==> config.mk <==
export PLATFORM = sky130hd
export DESIGN_NAME = msc_module_stop
export DESIGN_NICKNAME = d
export VERILOG_FILES = /design/src/rtl/msc_pkg.sv /design/src/rtl/msc_module_stop.sv
export VERILOG_INCLUDE_DIRS = /design/src /design/src/rtl
export SDC_FILE = /design/constraint.sdc
export NUM_CORES = 1
export LEC_CHECK = 0
export BUFFER_PORTS_ARGS = -buffer_cell sky130_fd_sc_hd__buf_4
export CAP_MARGIN = 20
export CORE_ASPECT_RATIO = 0.5
export CORE_UTILIZATION = 30
export DETAILED_ROUTE_END_ITERATION = 6
export SLEW_MARGIN = 20
export SYNTH_ARGS = -nofsm -noshare
export SYNTH_HDL_FRONTEND = slang
export SYNTH_SLANG_ARGS = --single-unit
==> constraint.sdc <==
create_clock -name clk_i -period 2.9 [get_ports clk_i]
set_input_delay 0.435 -clock clk_i [delete_from_list [all_inputs] [get_ports clk_i]]
set_output_delay 0.435 -clock clk_i [all_outputs]
set_load 0.1 [all_outputs]
==> src/rtl/msc_params.svh <==
`ifndef MSC_PARAMS_SVH
`define MSC_PARAMS_SVH
// Register indices; the bus word address is the index times four
`define MSC_IDX_A 24'hFFFDC8
`define MSC_IDX_B 24'hFFFDCA
`define MSC_IDX_C 24'hFFFDCC
`define MSC_ADDR_A 26'h3FFF720
`define MSC_ADDR_B 26'h3FFF728
`define MSC_ADDR_C 26'h3FFF730
// Writable bit masks per register
`define MSC_MASK_A 16'hB329
// Module bits of register A, mode enable excluded
`define MSC_MODS_A 16'h3329
`define MSC_MASK_B 16'h97C0
`define MSC_MASK_C 16'hFC1F
// Reset values: every module stopped except timer unit and RAM, mode off
`define MSC_RST_A 16'h3328
`define MSC_RST_B 16'h97C0
`define MSC_RST_C 16'hFC00
// Field positions
`define MSC_BIT_ALL_CLOCK_STOP_ENABLE_POS 15
`define MSC_BIT_DMA 13
`define MSC_BIT_DTC 12
`define MSC_BIT_T832 9
`define MSC_BIT_T810 8
`define MSC_BIT_DAC 5
`define MSC_BIT_ADC 3
`define MSC_BIT_PTU 0
`define MSC_BIT_PGEN 15
`define MSC_BIT_SER4 12
`define MSC_BIT_SER2 10
`define MSC_BIT_SER1 9
`define MSC_BIT_SER0 8
`define MSC_BIT_TW1 7
`define MSC_BIT_TW0 6
`define MSC_BIT_SER5 15
`define MSC_BIT_SER6 14
`define MSC_BIT_T845 13
`define MSC_BIT_T867 12
`define MSC_BIT_USB 11
`define MSC_BIT_CRC 10
`define MSC_RAM_HI 4
`define MSC_RAM_LO 0
`endif

==> src/rtl/msc_pkg.sv <==
package msc_pkg;
  typedef logic [15:0] msc_reg_t;
  typedef logic [4:0] msc_ram_t;
endpackage

==> src/rtl/msc_module_stop.sv <==
`timescale 1ns/10ps
`include "msc_params.svh"
module msc_module_stop (
  input wire logic clk_i,
  input wire logic rst_i,
  input wire logic cyc_i,
  input wire logic stb_i,
  input wire logic we_i,
  input wire logic [25:0] adr_i,
  input wire logic [3:0] sel_i,
  input wire logic [31:0] dat_i,
  output logic [31:0] dat_o,
  output logic ack_o,
  input wire logic cpu_sleep_i,
  output logic stop_dma_ctrl_o,
  output logic stop_transfer_ctrl_o,
  output logic stop_timer8_ch32_o,
  output logic stop_timer8_ch10_o,
  output logic stop_dac_o,
  output logic stop_adc_o,
  output logic stop_pulse_timer_o,
  output logic stop_pulse_generator_o,
  output logic stop_serial4_o,
  output logic stop_serial2_o,
  output logic stop_serial1_o,
  output logic stop_serial0_o,
  output logic stop_twowire1_o,
  output logic stop_twowire0_o,
  output logic stop_serial5_o,
  output logic stop_serial6_o,
  output logic stop_timer8_ch45_o,
  output logic stop_timer8_ch67_o,
  output logic stop_usb_o,
  output logic stop_crc_unit_o,
  output logic [4:0] stop_ram_block_o,
  output logic stop_bus_ctrl_o,
  output logic stop_io_ports_o,
  output logic all_clock_stop_enable_o
);

  msc_pkg::msc_reg_t module_stop_ctrl_a_r;
  msc_pkg::msc_reg_t module_stop_ctrl_b_r;
  msc_pkg::msc_reg_t module_stop_ctrl_c_r;
  logic req;
  logic full_word;
  logic sel_a;
  logic sel_b;
  logic sel_c;
  logic all_stopped;
  logic all_stop_nxt;

  // Reset images of the three registers, read bit by bit for the stop flops
  localparam msc_pkg::msc_reg_t RST_A = `MSC_RST_A;
  localparam msc_pkg::msc_reg_t RST_B = `MSC_RST_B;
  localparam msc_pkg::msc_reg_t RST_C = `MSC_RST_C;
  localparam int RAM_W = `MSC_RAM_HI - `MSC_RAM_LO + 1;

  // Address decode; a write needs both low byte lanes
  assign req = cyc_i && stb_i && !ack_o;
  assign full_word = (sel_i[1:0] == 2'h3);
  assign sel_a = (adr_i == `MSC_ADDR_A);
  assign sel_b = (adr_i == `MSC_ADDR_B);
  assign sel_c = (adr_i == `MSC_ADDR_C);

  // Acknowledge one cycle after the request, mapped or not
  always_ff @(posedge clk_i)
  begin
    if (rst_i)
      ack_o <= 1'b0;
    else
      ack_o <= req;
  end

  // Register writes, reserved bits masked off
  always_ff @(posedge clk_i)
  begin
    if (rst_i)
    begin
      module_stop_ctrl_a_r <= `MSC_RST_A;
      module_stop_ctrl_b_r <= `MSC_RST_B;
      module_stop_ctrl_c_r <= `MSC_RST_C;
    end
    else if (req && we_i && full_word)
    begin
      if (sel_a)
        module_stop_ctrl_a_r <= dat_i[15:0] & `MSC_MASK_A;
      if (sel_b)
        module_stop_ctrl_b_r <= dat_i[15:0] & `MSC_MASK_B;
      if (sel_c)
        module_stop_ctrl_c_r <= dat_i[15:0] & `MSC_MASK_C;
    end
  end

  // Read data; unmapped addresses and upper bits read zero
  always_ff @(posedge clk_i)
  begin
    if (rst_i)
      dat_o <= 32'h0;
    else if (req && !we_i)
    begin
      if (sel_a)
        dat_o <= {16'h0, module_stop_ctrl_a_r};
      else if (sel_b)
        dat_o <= {16'h0, module_stop_ctrl_b_r};
      else if (sel_c)
        dat_o <= {16'h0, module_stop_ctrl_c_r};
      else
        dat_o <= 32'h0;
    end
  end

  // Every gated module stopped, taken from the current register contents
  assign all_stopped = ((module_stop_ctrl_a_r & `MSC_MODS_A) == `MSC_MODS_A)
    && (module_stop_ctrl_b_r == `MSC_MASK_B)
    && (module_stop_ctrl_c_r == `MSC_MASK_C);
  assign all_stop_nxt = module_stop_ctrl_a_r[`MSC_BIT_ALL_CLOCK_STOP_ENABLE_POS] && all_stopped
    && cpu_sleep_i;

  // Bus controller and port stop, plus mode flag
  always_ff @(posedge clk_i)
  begin
    if (rst_i)
    begin
      stop_bus_ctrl_o <= 1'b0;
      stop_io_ports_o <= 1'b0;
      all_clock_stop_enable_o <= 1'b0;
    end
    else
    begin
      stop_bus_ctrl_o <= all_stop_nxt;
      stop_io_ports_o <= all_stop_nxt;
      all_clock_stop_enable_o <= module_stop_ctrl_a_r[`MSC_BIT_ALL_CLOCK_STOP_ENABLE_POS];
    end
  end

  // Transfer engines: DMA and data transfer controller
  msc_stop_flop #(.RST_VAL(RST_A[`MSC_BIT_DMA])) u_stop_dma (
    .clk_i(clk_i),
    .rst_i(rst_i),
    .stop_i(module_stop_ctrl_a_r[`MSC_BIT_DMA]),
    .stop_o(stop_dma_ctrl_o)
  );
  msc_stop_flop #(.RST_VAL(RST_A[`MSC_BIT_DTC])) u_stop_dtc (
    .clk_i(clk_i),
    .rst_i(rst_i),
    .stop_i(module_stop_ctrl_a_r[`MSC_BIT_DTC]),
    .stop_o(stop_transfer_ctrl_o)
  );

  // 8-bit timer pairs in register A
  msc_stop_flop #(.RST_VAL(RST_A[`MSC_BIT_T832])) u_stop_t832 (
    .clk_i(clk_i),
    .rst_i(rst_i),
    .stop_i(module_stop_ctrl_a_r[`MSC_BIT_T832]),
    .stop_o(stop_timer8_ch32_o)
  );
  msc_stop_flop #(.RST_VAL(RST_A[`MSC_BIT_T810])) u_stop_t810 (
    .clk_i(clk_i),
    .rst_i(rst_i),
    .stop_i(module_stop_ctrl_a_r[`MSC_BIT_T810]),
    .stop_o(stop_timer8_ch10_o)
  );

  // Converters
  msc_stop_flop #(.RST_VAL(RST_A[`MSC_BIT_DAC])) u_stop_dac (
    .clk_i(clk_i),
    .rst_i(rst_i),
    .stop_i(module_stop_ctrl_a_r[`MSC_BIT_DAC]),
    .stop_o(stop_dac_o)
  );
  msc_stop_flop #(.RST_VAL(RST_A[`MSC_BIT_ADC])) u_stop_adc (
    .clk_i(clk_i),
    .rst_i(rst_i),
    .stop_i(module_stop_ctrl_a_r[`MSC_BIT_ADC]),
    .stop_o(stop_adc_o)
  );

  // Pulse timer unit, one line for all six channels
  msc_stop_flop #(.RST_VAL(RST_A[`MSC_BIT_PTU])) u_stop_ptu (
    .clk_i(clk_i),
    .rst_i(rst_i),
    .stop_i(module_stop_ctrl_a_r[`MSC_BIT_PTU]),
    .stop_o(stop_pulse_timer_o)
  );

  // Pulse generator
  msc_stop_flop #(.RST_VAL(RST_B[`MSC_BIT_PGEN])) u_stop_pgen (
    .clk_i(clk_i),
    .rst_i(rst_i),
    .stop_i(module_stop_ctrl_b_r[`MSC_BIT_PGEN]),
    .stop_o(stop_pulse_generator_o)
  );

  // Serial channels in register B
  msc_stop_flop #(.RST_VAL(RST_B[`MSC_BIT_SER4])) u_stop_ser4 (
    .clk_i(clk_i),
    .rst_i(rst_i),
    .stop_i(module_stop_ctrl_b_r[`MSC_BIT_SER4]),
    .stop_o(stop_serial4_o)
  );
  msc_stop_flop #(.RST_VAL(RST_B[`MSC_BIT_SER2])) u_stop_ser2 (
    .clk_i(clk_i),
    .rst_i(rst_i),
    .stop_i(module_stop_ctrl_b_r[`MSC_BIT_SER2]),
    .stop_o(stop_serial2_o)
  );
  msc_stop_flop #(.RST_VAL(RST_B[`MSC_BIT_SER1])) u_stop_ser1 (
    .clk_i(clk_i),
    .rst_i(rst_i),
    .stop_i(module_stop_ctrl_b_r[`MSC_BIT_SER1]),
    .stop_o(stop_serial1_o)
  );
  msc_stop_flop #(.RST_VAL(RST_B[`MSC_BIT_SER0])) u_stop_ser0 (
    .clk_i(clk_i),
    .rst_i(rst_i),
    .stop_i(module_stop_ctrl_b_r[`MSC_BIT_SER0]),
    .stop_o(stop_serial0_o)
  );

  // Two-wire bus channels
  msc_stop_flop #(.RST_VAL(RST_B[`MSC_BIT_TW1])) u_stop_tw1 (
    .clk_i(clk_i),
    .rst_i(rst_i),
    .stop_i(module_stop_ctrl_b_r[`MSC_BIT_TW1]),
    .stop_o(stop_twowire1_o)
  );
  msc_stop_flop #(.RST_VAL(RST_B[`MSC_BIT_TW0])) u_stop_tw0 (
    .clk_i(clk_i),
    .rst_i(rst_i),
    .stop_i(module_stop_ctrl_b_r[`MSC_BIT_TW0]),
    .stop_o(stop_twowire0_o)
  );

  // Serial channels in register C
  msc_stop_flop #(.RST_VAL(RST_C[`MSC_BIT_SER5])) u_stop_ser5 (
    .clk_i(clk_i),
    .rst_i(rst_i),
    .stop_i(module_stop_ctrl_c_r[`MSC_BIT_SER5]),
    .stop_o(stop_serial5_o)
  );
  msc_stop_flop #(.RST_VAL(RST_C[`MSC_BIT_SER6])) u_stop_ser6 (
    .clk_i(clk_i),
    .rst_i(rst_i),
    .stop_i(module_stop_ctrl_c_r[`MSC_BIT_SER6]),
    .stop_o(stop_serial6_o)
  );

  // 8-bit timer pairs in register C
  msc_stop_flop #(.RST_VAL(RST_C[`MSC_BIT_T845])) u_stop_t845 (
    .clk_i(clk_i),
    .rst_i(rst_i),
    .stop_i(module_stop_ctrl_c_r[`MSC_BIT_T845]),
    .stop_o(stop_timer8_ch45_o)
  );
  msc_stop_flop #(.RST_VAL(RST_C[`MSC_BIT_T867])) u_stop_t867 (
    .clk_i(clk_i),
    .rst_i(rst_i),
    .stop_i(module_stop_ctrl_c_r[`MSC_BIT_T867]),
    .stop_o(stop_timer8_ch67_o)
  );

  // USB and CRC units
  msc_stop_flop #(.RST_VAL(RST_C[`MSC_BIT_USB])) u_stop_usb (
    .clk_i(clk_i),
    .rst_i(rst_i),
    .stop_i(module_stop_ctrl_c_r[`MSC_BIT_USB]),
    .stop_o(stop_usb_o)
  );
  msc_stop_flop #(.RST_VAL(RST_C[`MSC_BIT_CRC])) u_stop_crc (
    .clk_i(clk_i),
    .rst_i(rst_i),
    .stop_i(module_stop_ctrl_c_r[`MSC_BIT_CRC]),
    .stop_o(stop_crc_unit_o)
  );

  // RAM blocks; RAM stays usable out of reset
  msc_stop_flop #(.W(RAM_W), .RST_VAL(RST_C[`MSC_RAM_HI:`MSC_RAM_LO])) u_stop_ram (
    .clk_i(clk_i),
    .rst_i(rst_i),
    .stop_i(module_stop_ctrl_c_r[`MSC_RAM_HI:`MSC_RAM_LO]),
    .stop_o(stop_ram_block_o)
  );

endmodule // msc_module_stop

// One registered stop line or group, one edge behind its register bits
module msc_stop_flop #(
  parameter int W = 1,
  parameter logic [W-1:0] RST_VAL = '0
) (
  input wire logic clk_i,
  input wire logic rst_i,
  input wire logic [W-1:0] stop_i,
  output logic [W-1:0] stop_o
);

  // Reset loads the register's own reset image so outputs and register agree
  always_ff @(posedge clk_i)
  begin
    if (rst_i)
      stop_o <= RST_VAL;
    else
      stop_o <= stop_i;
  end

endmodule // msc_stop_flop

==> results_dict.tcl, run 1 <==
set metrics [dict create \
    hold_buffers 0 \
    powerDensity_nw_per_um2 591.5 \
    num_io_pins 129 \
    synth_area_leaders "dfxtp_1, mux2i_1, nor2_1" \
    cts_buffers 9 \
    grt_pass1_vias 2247 \
    finalSetupViolCount 0 \
    async_reset_ff_frac 0 \
    wire_per_inst_um 13.84 \
    skew_ps 4.945 \
    fmax_ghz 0.4763 \
    antenna_found_initial 0 \
    maxSlewHeadroom 0.6216 \
    synthDominantCellAreaShare 0.5056 \
    hold_path_class "primary input to flip-flop" \
    place_congestion 0.7686 \
    n_antenna_cell 0 \
    clk_latency_ps 330 \
    regArea_um2 1401 \
    dieWidth_um 137.9 \
    coreArea_um2 8828 \
    cts_tree "yes" \
    start_util 0.3139 \
    ys_warn_count 0 \
    critPathCaptureType "flip-flop" \
    syn_to_final_growth_pct 39.59 \
    die-height_um 69.97 \
    rows 24 \
    cp_data_arrival_time_ps 2320 \
    synth-seq-cells 70 \
    synth_cell_types 35 \
    synth_edf_count 0 \
    fill_cells 893 \
    cp_max_fo 11 \
    detail-route-antenna-nets 0 \
    p_leak_nw 1.738 \
    cts.sinks 70 \
    layout.nets 458 \
    peakVddDrop_mv 0.3240 \
    synth_area_um2 2771 \
    tightest_slew_ps 565.9 \
    drc_errors 0 \
    hold_viol_final 0 \
    grt-ovfl-total 0 \
    whs_ps 352.2 \
    drt_iter0_drc 177 \
    maxCapViolCount 0 \
    multiInputGateArea_um2 1166 \
    grt_pass1_wl_um 11330 \
    cts_max_path_buffers 2 \
    grt_max_degree 56 \
    vias 2293 \
    post-cts-setup-buffers 0 \
    hpwl_um 5176 \
    met3_length_um 415 \
    clk_pin_slew_ps 60 \
    port-buffer-count 94 \
    ys_seq_area_frac 0.5056 \
    final_cell_mix "buf_4, dfxtp_1, nor2_1" \
    synth_area_leader_cell "dfxtp_1" \
    status "complete, no violations" \
    synth_ff_type "dfxtp_1" \
    worst_ep_required_time_ps 3120 \
    min_period_over_period 0.7240 \
    via_per_inst 4.479 \
    firstDrtPassIters 4 \
    wl_met2_um 3240 \
    setup_tns_ps 0 \
    period_needed_ps 2100 \
    place_area_um2 3562 \
    worstSetupStartpointType "primary input" \
    die_area_um2 9650 \
    clockRootBuffer "clkbuf_16" \
    rsz0062_at_grt "no" \
    final_common_cell "buf_4" \
    drive_gt1_frac 0.3241 \
    grt_util_all_layers 0.1573 \
    highest_layer "met4" \
    htree_levels 3 \
    wl_um 7085 \
    finalMaxSlewViolations 0 \
    synth_area_per_cell_um2 9.491 \
    synth_cells 292 \
    path_class "primary input to flip-flop" \
    wl_met1_um 3348 \
    design_area_um2 3869 \
    cts-resized-gates 0 \
]
==> Yosys cell counts (5+ instances only) <==
cell type and n:
a31oi_1 7, a32oi_1 5, buf_4 17, clkbuf_1 9
dfxtp_1 70, inv_1 22, mux2i_1 22, nand2_1 9
nand3_1 5, nand4_1 23, nor2_1 45, nor2b_1 12
==> worst max-delay path: stages <==
cell and delay (ps):
buf_4 140, or4_4 540, nor4_4 320, nand3_2 430, mux2_4 440
==> sequential cells by signal, summed over array words and instances, names as in the netlist, 5 cells and up <==
register and cells:
dat_o 16, module_stop_ctrl_c_r 11, module_stop_ctrl_a_r 8, module_stop_ctrl_b_r 7, u_stop_ram.stop_o 5
==> report_power, final <==
| part | internal, mW | switching (mW) |
|---|---|---|
| logic | 0.0619 | 0.155 |
| clock network | 0.675 | 0.430 |
| registers | 0.964 | 0.00170 |
==> kinds of logic after synthesis <==
logic type / after synthesis / share of synthesized area
other cells: 1 / 0.001353
compound gates: 20 / 0.05146
buf+inv: 52 / 0.09616
flops: 70 / 0.5056
mux: 28 / 0.1079
simple gates: 121 / 0.2375
==> area by class of cell <==
type | count | area share
clock buffer | 9 | 0.05821
clock inverter | 7 | 0.02102
inverter | 22 | 0.02135
multi-input combinational | 185 | 0.3014
sequential | 70 | 0.3622
tap | 117 | 0.03784
timing repair buffer | 102 | 0.1979
==> worst paths after layout <==
check        slack, ps                   from  depth (start not counted)                                   end
min                350               dat_i[5]                          3  module_stop_ctrl_a_r[5]$_SDFFE_PP1P_
min reg2reg        460  dat_o[6]$_SDFFE_PP0P_                          2                 dat_o[6]$_SDFFE_PP0P_
max                800               adr_i[3]                          5  module_stop_ctrl_c_r[4]$_SDFFE_PP0P_
max reg2reg       1120       ack_o$_SDFF_PP0_                          4  module_stop_ctrl_c_r[4]$_SDFFE_PP0P_
==> through the flow <==
step                total power [mW]  setup WS (ps)  utilization  std cells
finish                         2.288          800.3       0.4382        512
floorplan                      1.152          744.3            -        307
global placement               1.204          450.0       0.4035        496
global route                   2.371          681.6       0.4382        512
detailed placement             1.204          434.5       0.4035        496
CTS                            2.313          782.3       0.4382        512
==> per-layer routing <==
metal  vias to the layer above  GRT usage
met1                      1036     0.2077
met3                         7    0.04357
met5                         -          0
met4                         0    0.05676
met2                        72     0.2439
li1                       1178          -
Power figures use the tool's default switching activity.
==> run 2: changes to the inputs <==
==> constraint.sdc (replaced) <==
create_clock -name clk_i -period 2 [get_ports clk_i]
set_input_delay 0.3 -clock clk_i [delete_from_list [all_inputs] [get_ports clk_i]]
set_output_delay 0.3 -clock clk_i [all_outputs]
set_load 0.1 [all_outputs]
==> results_dict.tcl, run 2 (synthesis gave the netlist of run 1 again) <==
set metrics [dict create \
    n_antenna_cell 0 \
    fill_cells 883 \
    largest_reg_flops 16 \
    die_area_um2 9650 \
    rsz0062_at_grt "no" \
    post-cts-setup-buffers 0 \
    dieWidth_um 137.9 \
    switching_share 0.2510 \
    crit_slowest_cell "or4_4" \
    drc_errors 0 \
    reg.largest.list "dat_o x16, module_stop_ctrl_c_r x11, module_stop_ctrl_a_r x8" \
    port-buffer-count 94 \
    cts-resized-gates 0 \
    start_util 0.3139 \
    cp-startpoint "adr_i[2]" \
    power.internal_mw 2.357 \
    tightest_slew_ps 603.8 \
    powerDensity_nw_per_um2 808.8 \
    hold_viol_final 0 \
    top_register "dat_o" \
    finalSetupViolCount 0 \
    syn_to_final_growth_pct 40.36 \
    vias 2389 \
    setup_tns_ps 0 \
    final_common_cell "buf_4" \
    cp_max_fo 3 \
    period_needed_ps 1670 \
    seq_power_share 0.445 \
    p_sw_mw 0.7896 \
    final_cell_mix "buf_4, dfxtp_1, nor2_1" \
    hold_path.startpoint "dat_i[6]" \
    clk_latency_ps 330 \
    grt_pass1_wl_um 11410 \
    status "complete, no violations" \
    place_congestion 0.7854 \
    clkPwrFrac 0.454 \
    drt_iter0_drc 137 \
    grt_pass1_vias 2284 \
    clk_pin_slew_ps 50 \
    via_per_inst 4.612 \
    hpwl_um 5263 \
    grt_util_all_layers 0.1575 \
    fmax_ghz 0.5987 \
    cts_max_path_buffers 2 \
    path_class "primary input to flip-flop" \
    finalMaxSlewViolations 0 \
    detail-route-antenna-nets 0 \
    worst_ep_required_time_ps 2240 \
    cts_buffers 9 \
    p_leak_nw 1.757 \
    layout.nets 464 \
    firstDrtPassIters 4 \
    hold_path_class "primary input to flip-flop" \
    slowest_delay_ps 560 \
    wl_um 7040 \
    grt-ovfl-total 0 \
    cp_data_arrival_time_ps 1910 \
    maxCapViolCount 0 \
    hold_buffers 0 \
    maxSlewHeadroom 0.5975 \
    wire_per_inst_um 13.59 \
    critPathCaptureType "flip-flop" \
    cts.sinks 70 \
    num_io_pins 129 \
    grt_max_degree 63 \
    die-height_um 69.97 \
    antenna_found_initial 0 \
    whs_ps 218.7 \
    rr_startpoint "module_stop_ctrl_b_r[7]$_SDFFE_PP1P_" \
    htree_levels 3 \
    min_period_over_period 0.8351 \
    drive_gt1_frac 0.3317 \
    peakVddDrop_mv 0.4753 \
    path_cells "buf_4 > or4_4 > or4_1 > o32a_1 > o31ai_1" \
    rows 24 \
    coreArea_um2 8828 \
    worstSetupStartpointType "primary input" \
    cts_tree "yes" \
    comb_power_share 0.101 \
    skew_ps 6.301 \
    clockRootBuffer "clkbuf_16" \
]
[run 2: cell count changes in the layout (fill, tap and decap cells not counted), moves of 2 or more]
cell and change:
clkinv_4 -3, clkbuf_1 +2, buf_4 +5, inv_6 -2
clkinv_2 +3
[run 2: path summary, 6_finish.rpt]
| path | endpoint | slack, ps | cells past startpoint |
|---|---|---|---|
| worst max-delay path | dat_o[15]$_SDFFE_PP0P_ | 330 | 5 |
| worst min-delay path | module_stop_ctrl_b_r[6]$_SDFFE_PP1P_ | 220 | 3 |
| worst max register to register | stop_io_ports_o$_SDFF_PP0_ | 370 | 3 |
| worst min register to register | dat_o[6]$_SDFFE_PP0P_ | 450 | 2 |
[run 2: per-layer routing]
layer  routed length, um  vias to the layer above  global-route usage
met5                   0                        -                   0
met4                  97                        0             0.04831
met3                 407                        8             0.05374
met2                3329                       74              0.2472
li1                    -                     1188                   -
met1                3206                     1119              0.2024
[run 2: critical path: cells and delay by family]
kind,cells,cell delay [ps]
and+or+nand+nor,2,1110
AOI/OAI and AO/OA,2,400
buffers and inverters,1,110
[run 2: power by group through the flow]
stage	logic [mW]	clock network (mW)	registers, mW
floorplan	0.213	0	1.46
global placement	0.317	0	1.43
detailed placement	0.318	0	1.43
CTS	0.318	1.46	1.40
global route	0.336	1.53	1.40
finish	0.317	1.43	1.40
[run 2: stage by stage]
stage               cell area [um2]  cells  power [mW]  worst slack [ps]  utilization
floorplan                      2829    307       1.671             86.59            -
global placement               3621    502       1.749             16.86       0.4101
detailed placement             3621    502       1.749            -5.717       0.4101
CTS                            3890    518       3.179             335.4       0.4406
global route                   3890    518       3.268             286.3       0.4406
finish                         3890    518       3.146             329.7       0.4406
[run 2: cell type report]
| cell class | instances | area [um2] | share of cell area |
|---|---|---|---|
| Multi-Input combinational cell | 185 | 1166 | 0.2998 |
| Clock buffer | 12 | 246.5 | 0.06336 |
| Clock inverter | 4 | 22.52 | 0.005790 |
| Tap cell | 117 | 146.4 | 0.03763 |
| Timing Repair Buffer | 108 | 823.3 | 0.2116 |
| Sequential cell | 70 | 1403 | 0.3606 |
| Inverter | 22 | 82.58 | 0.02123 |
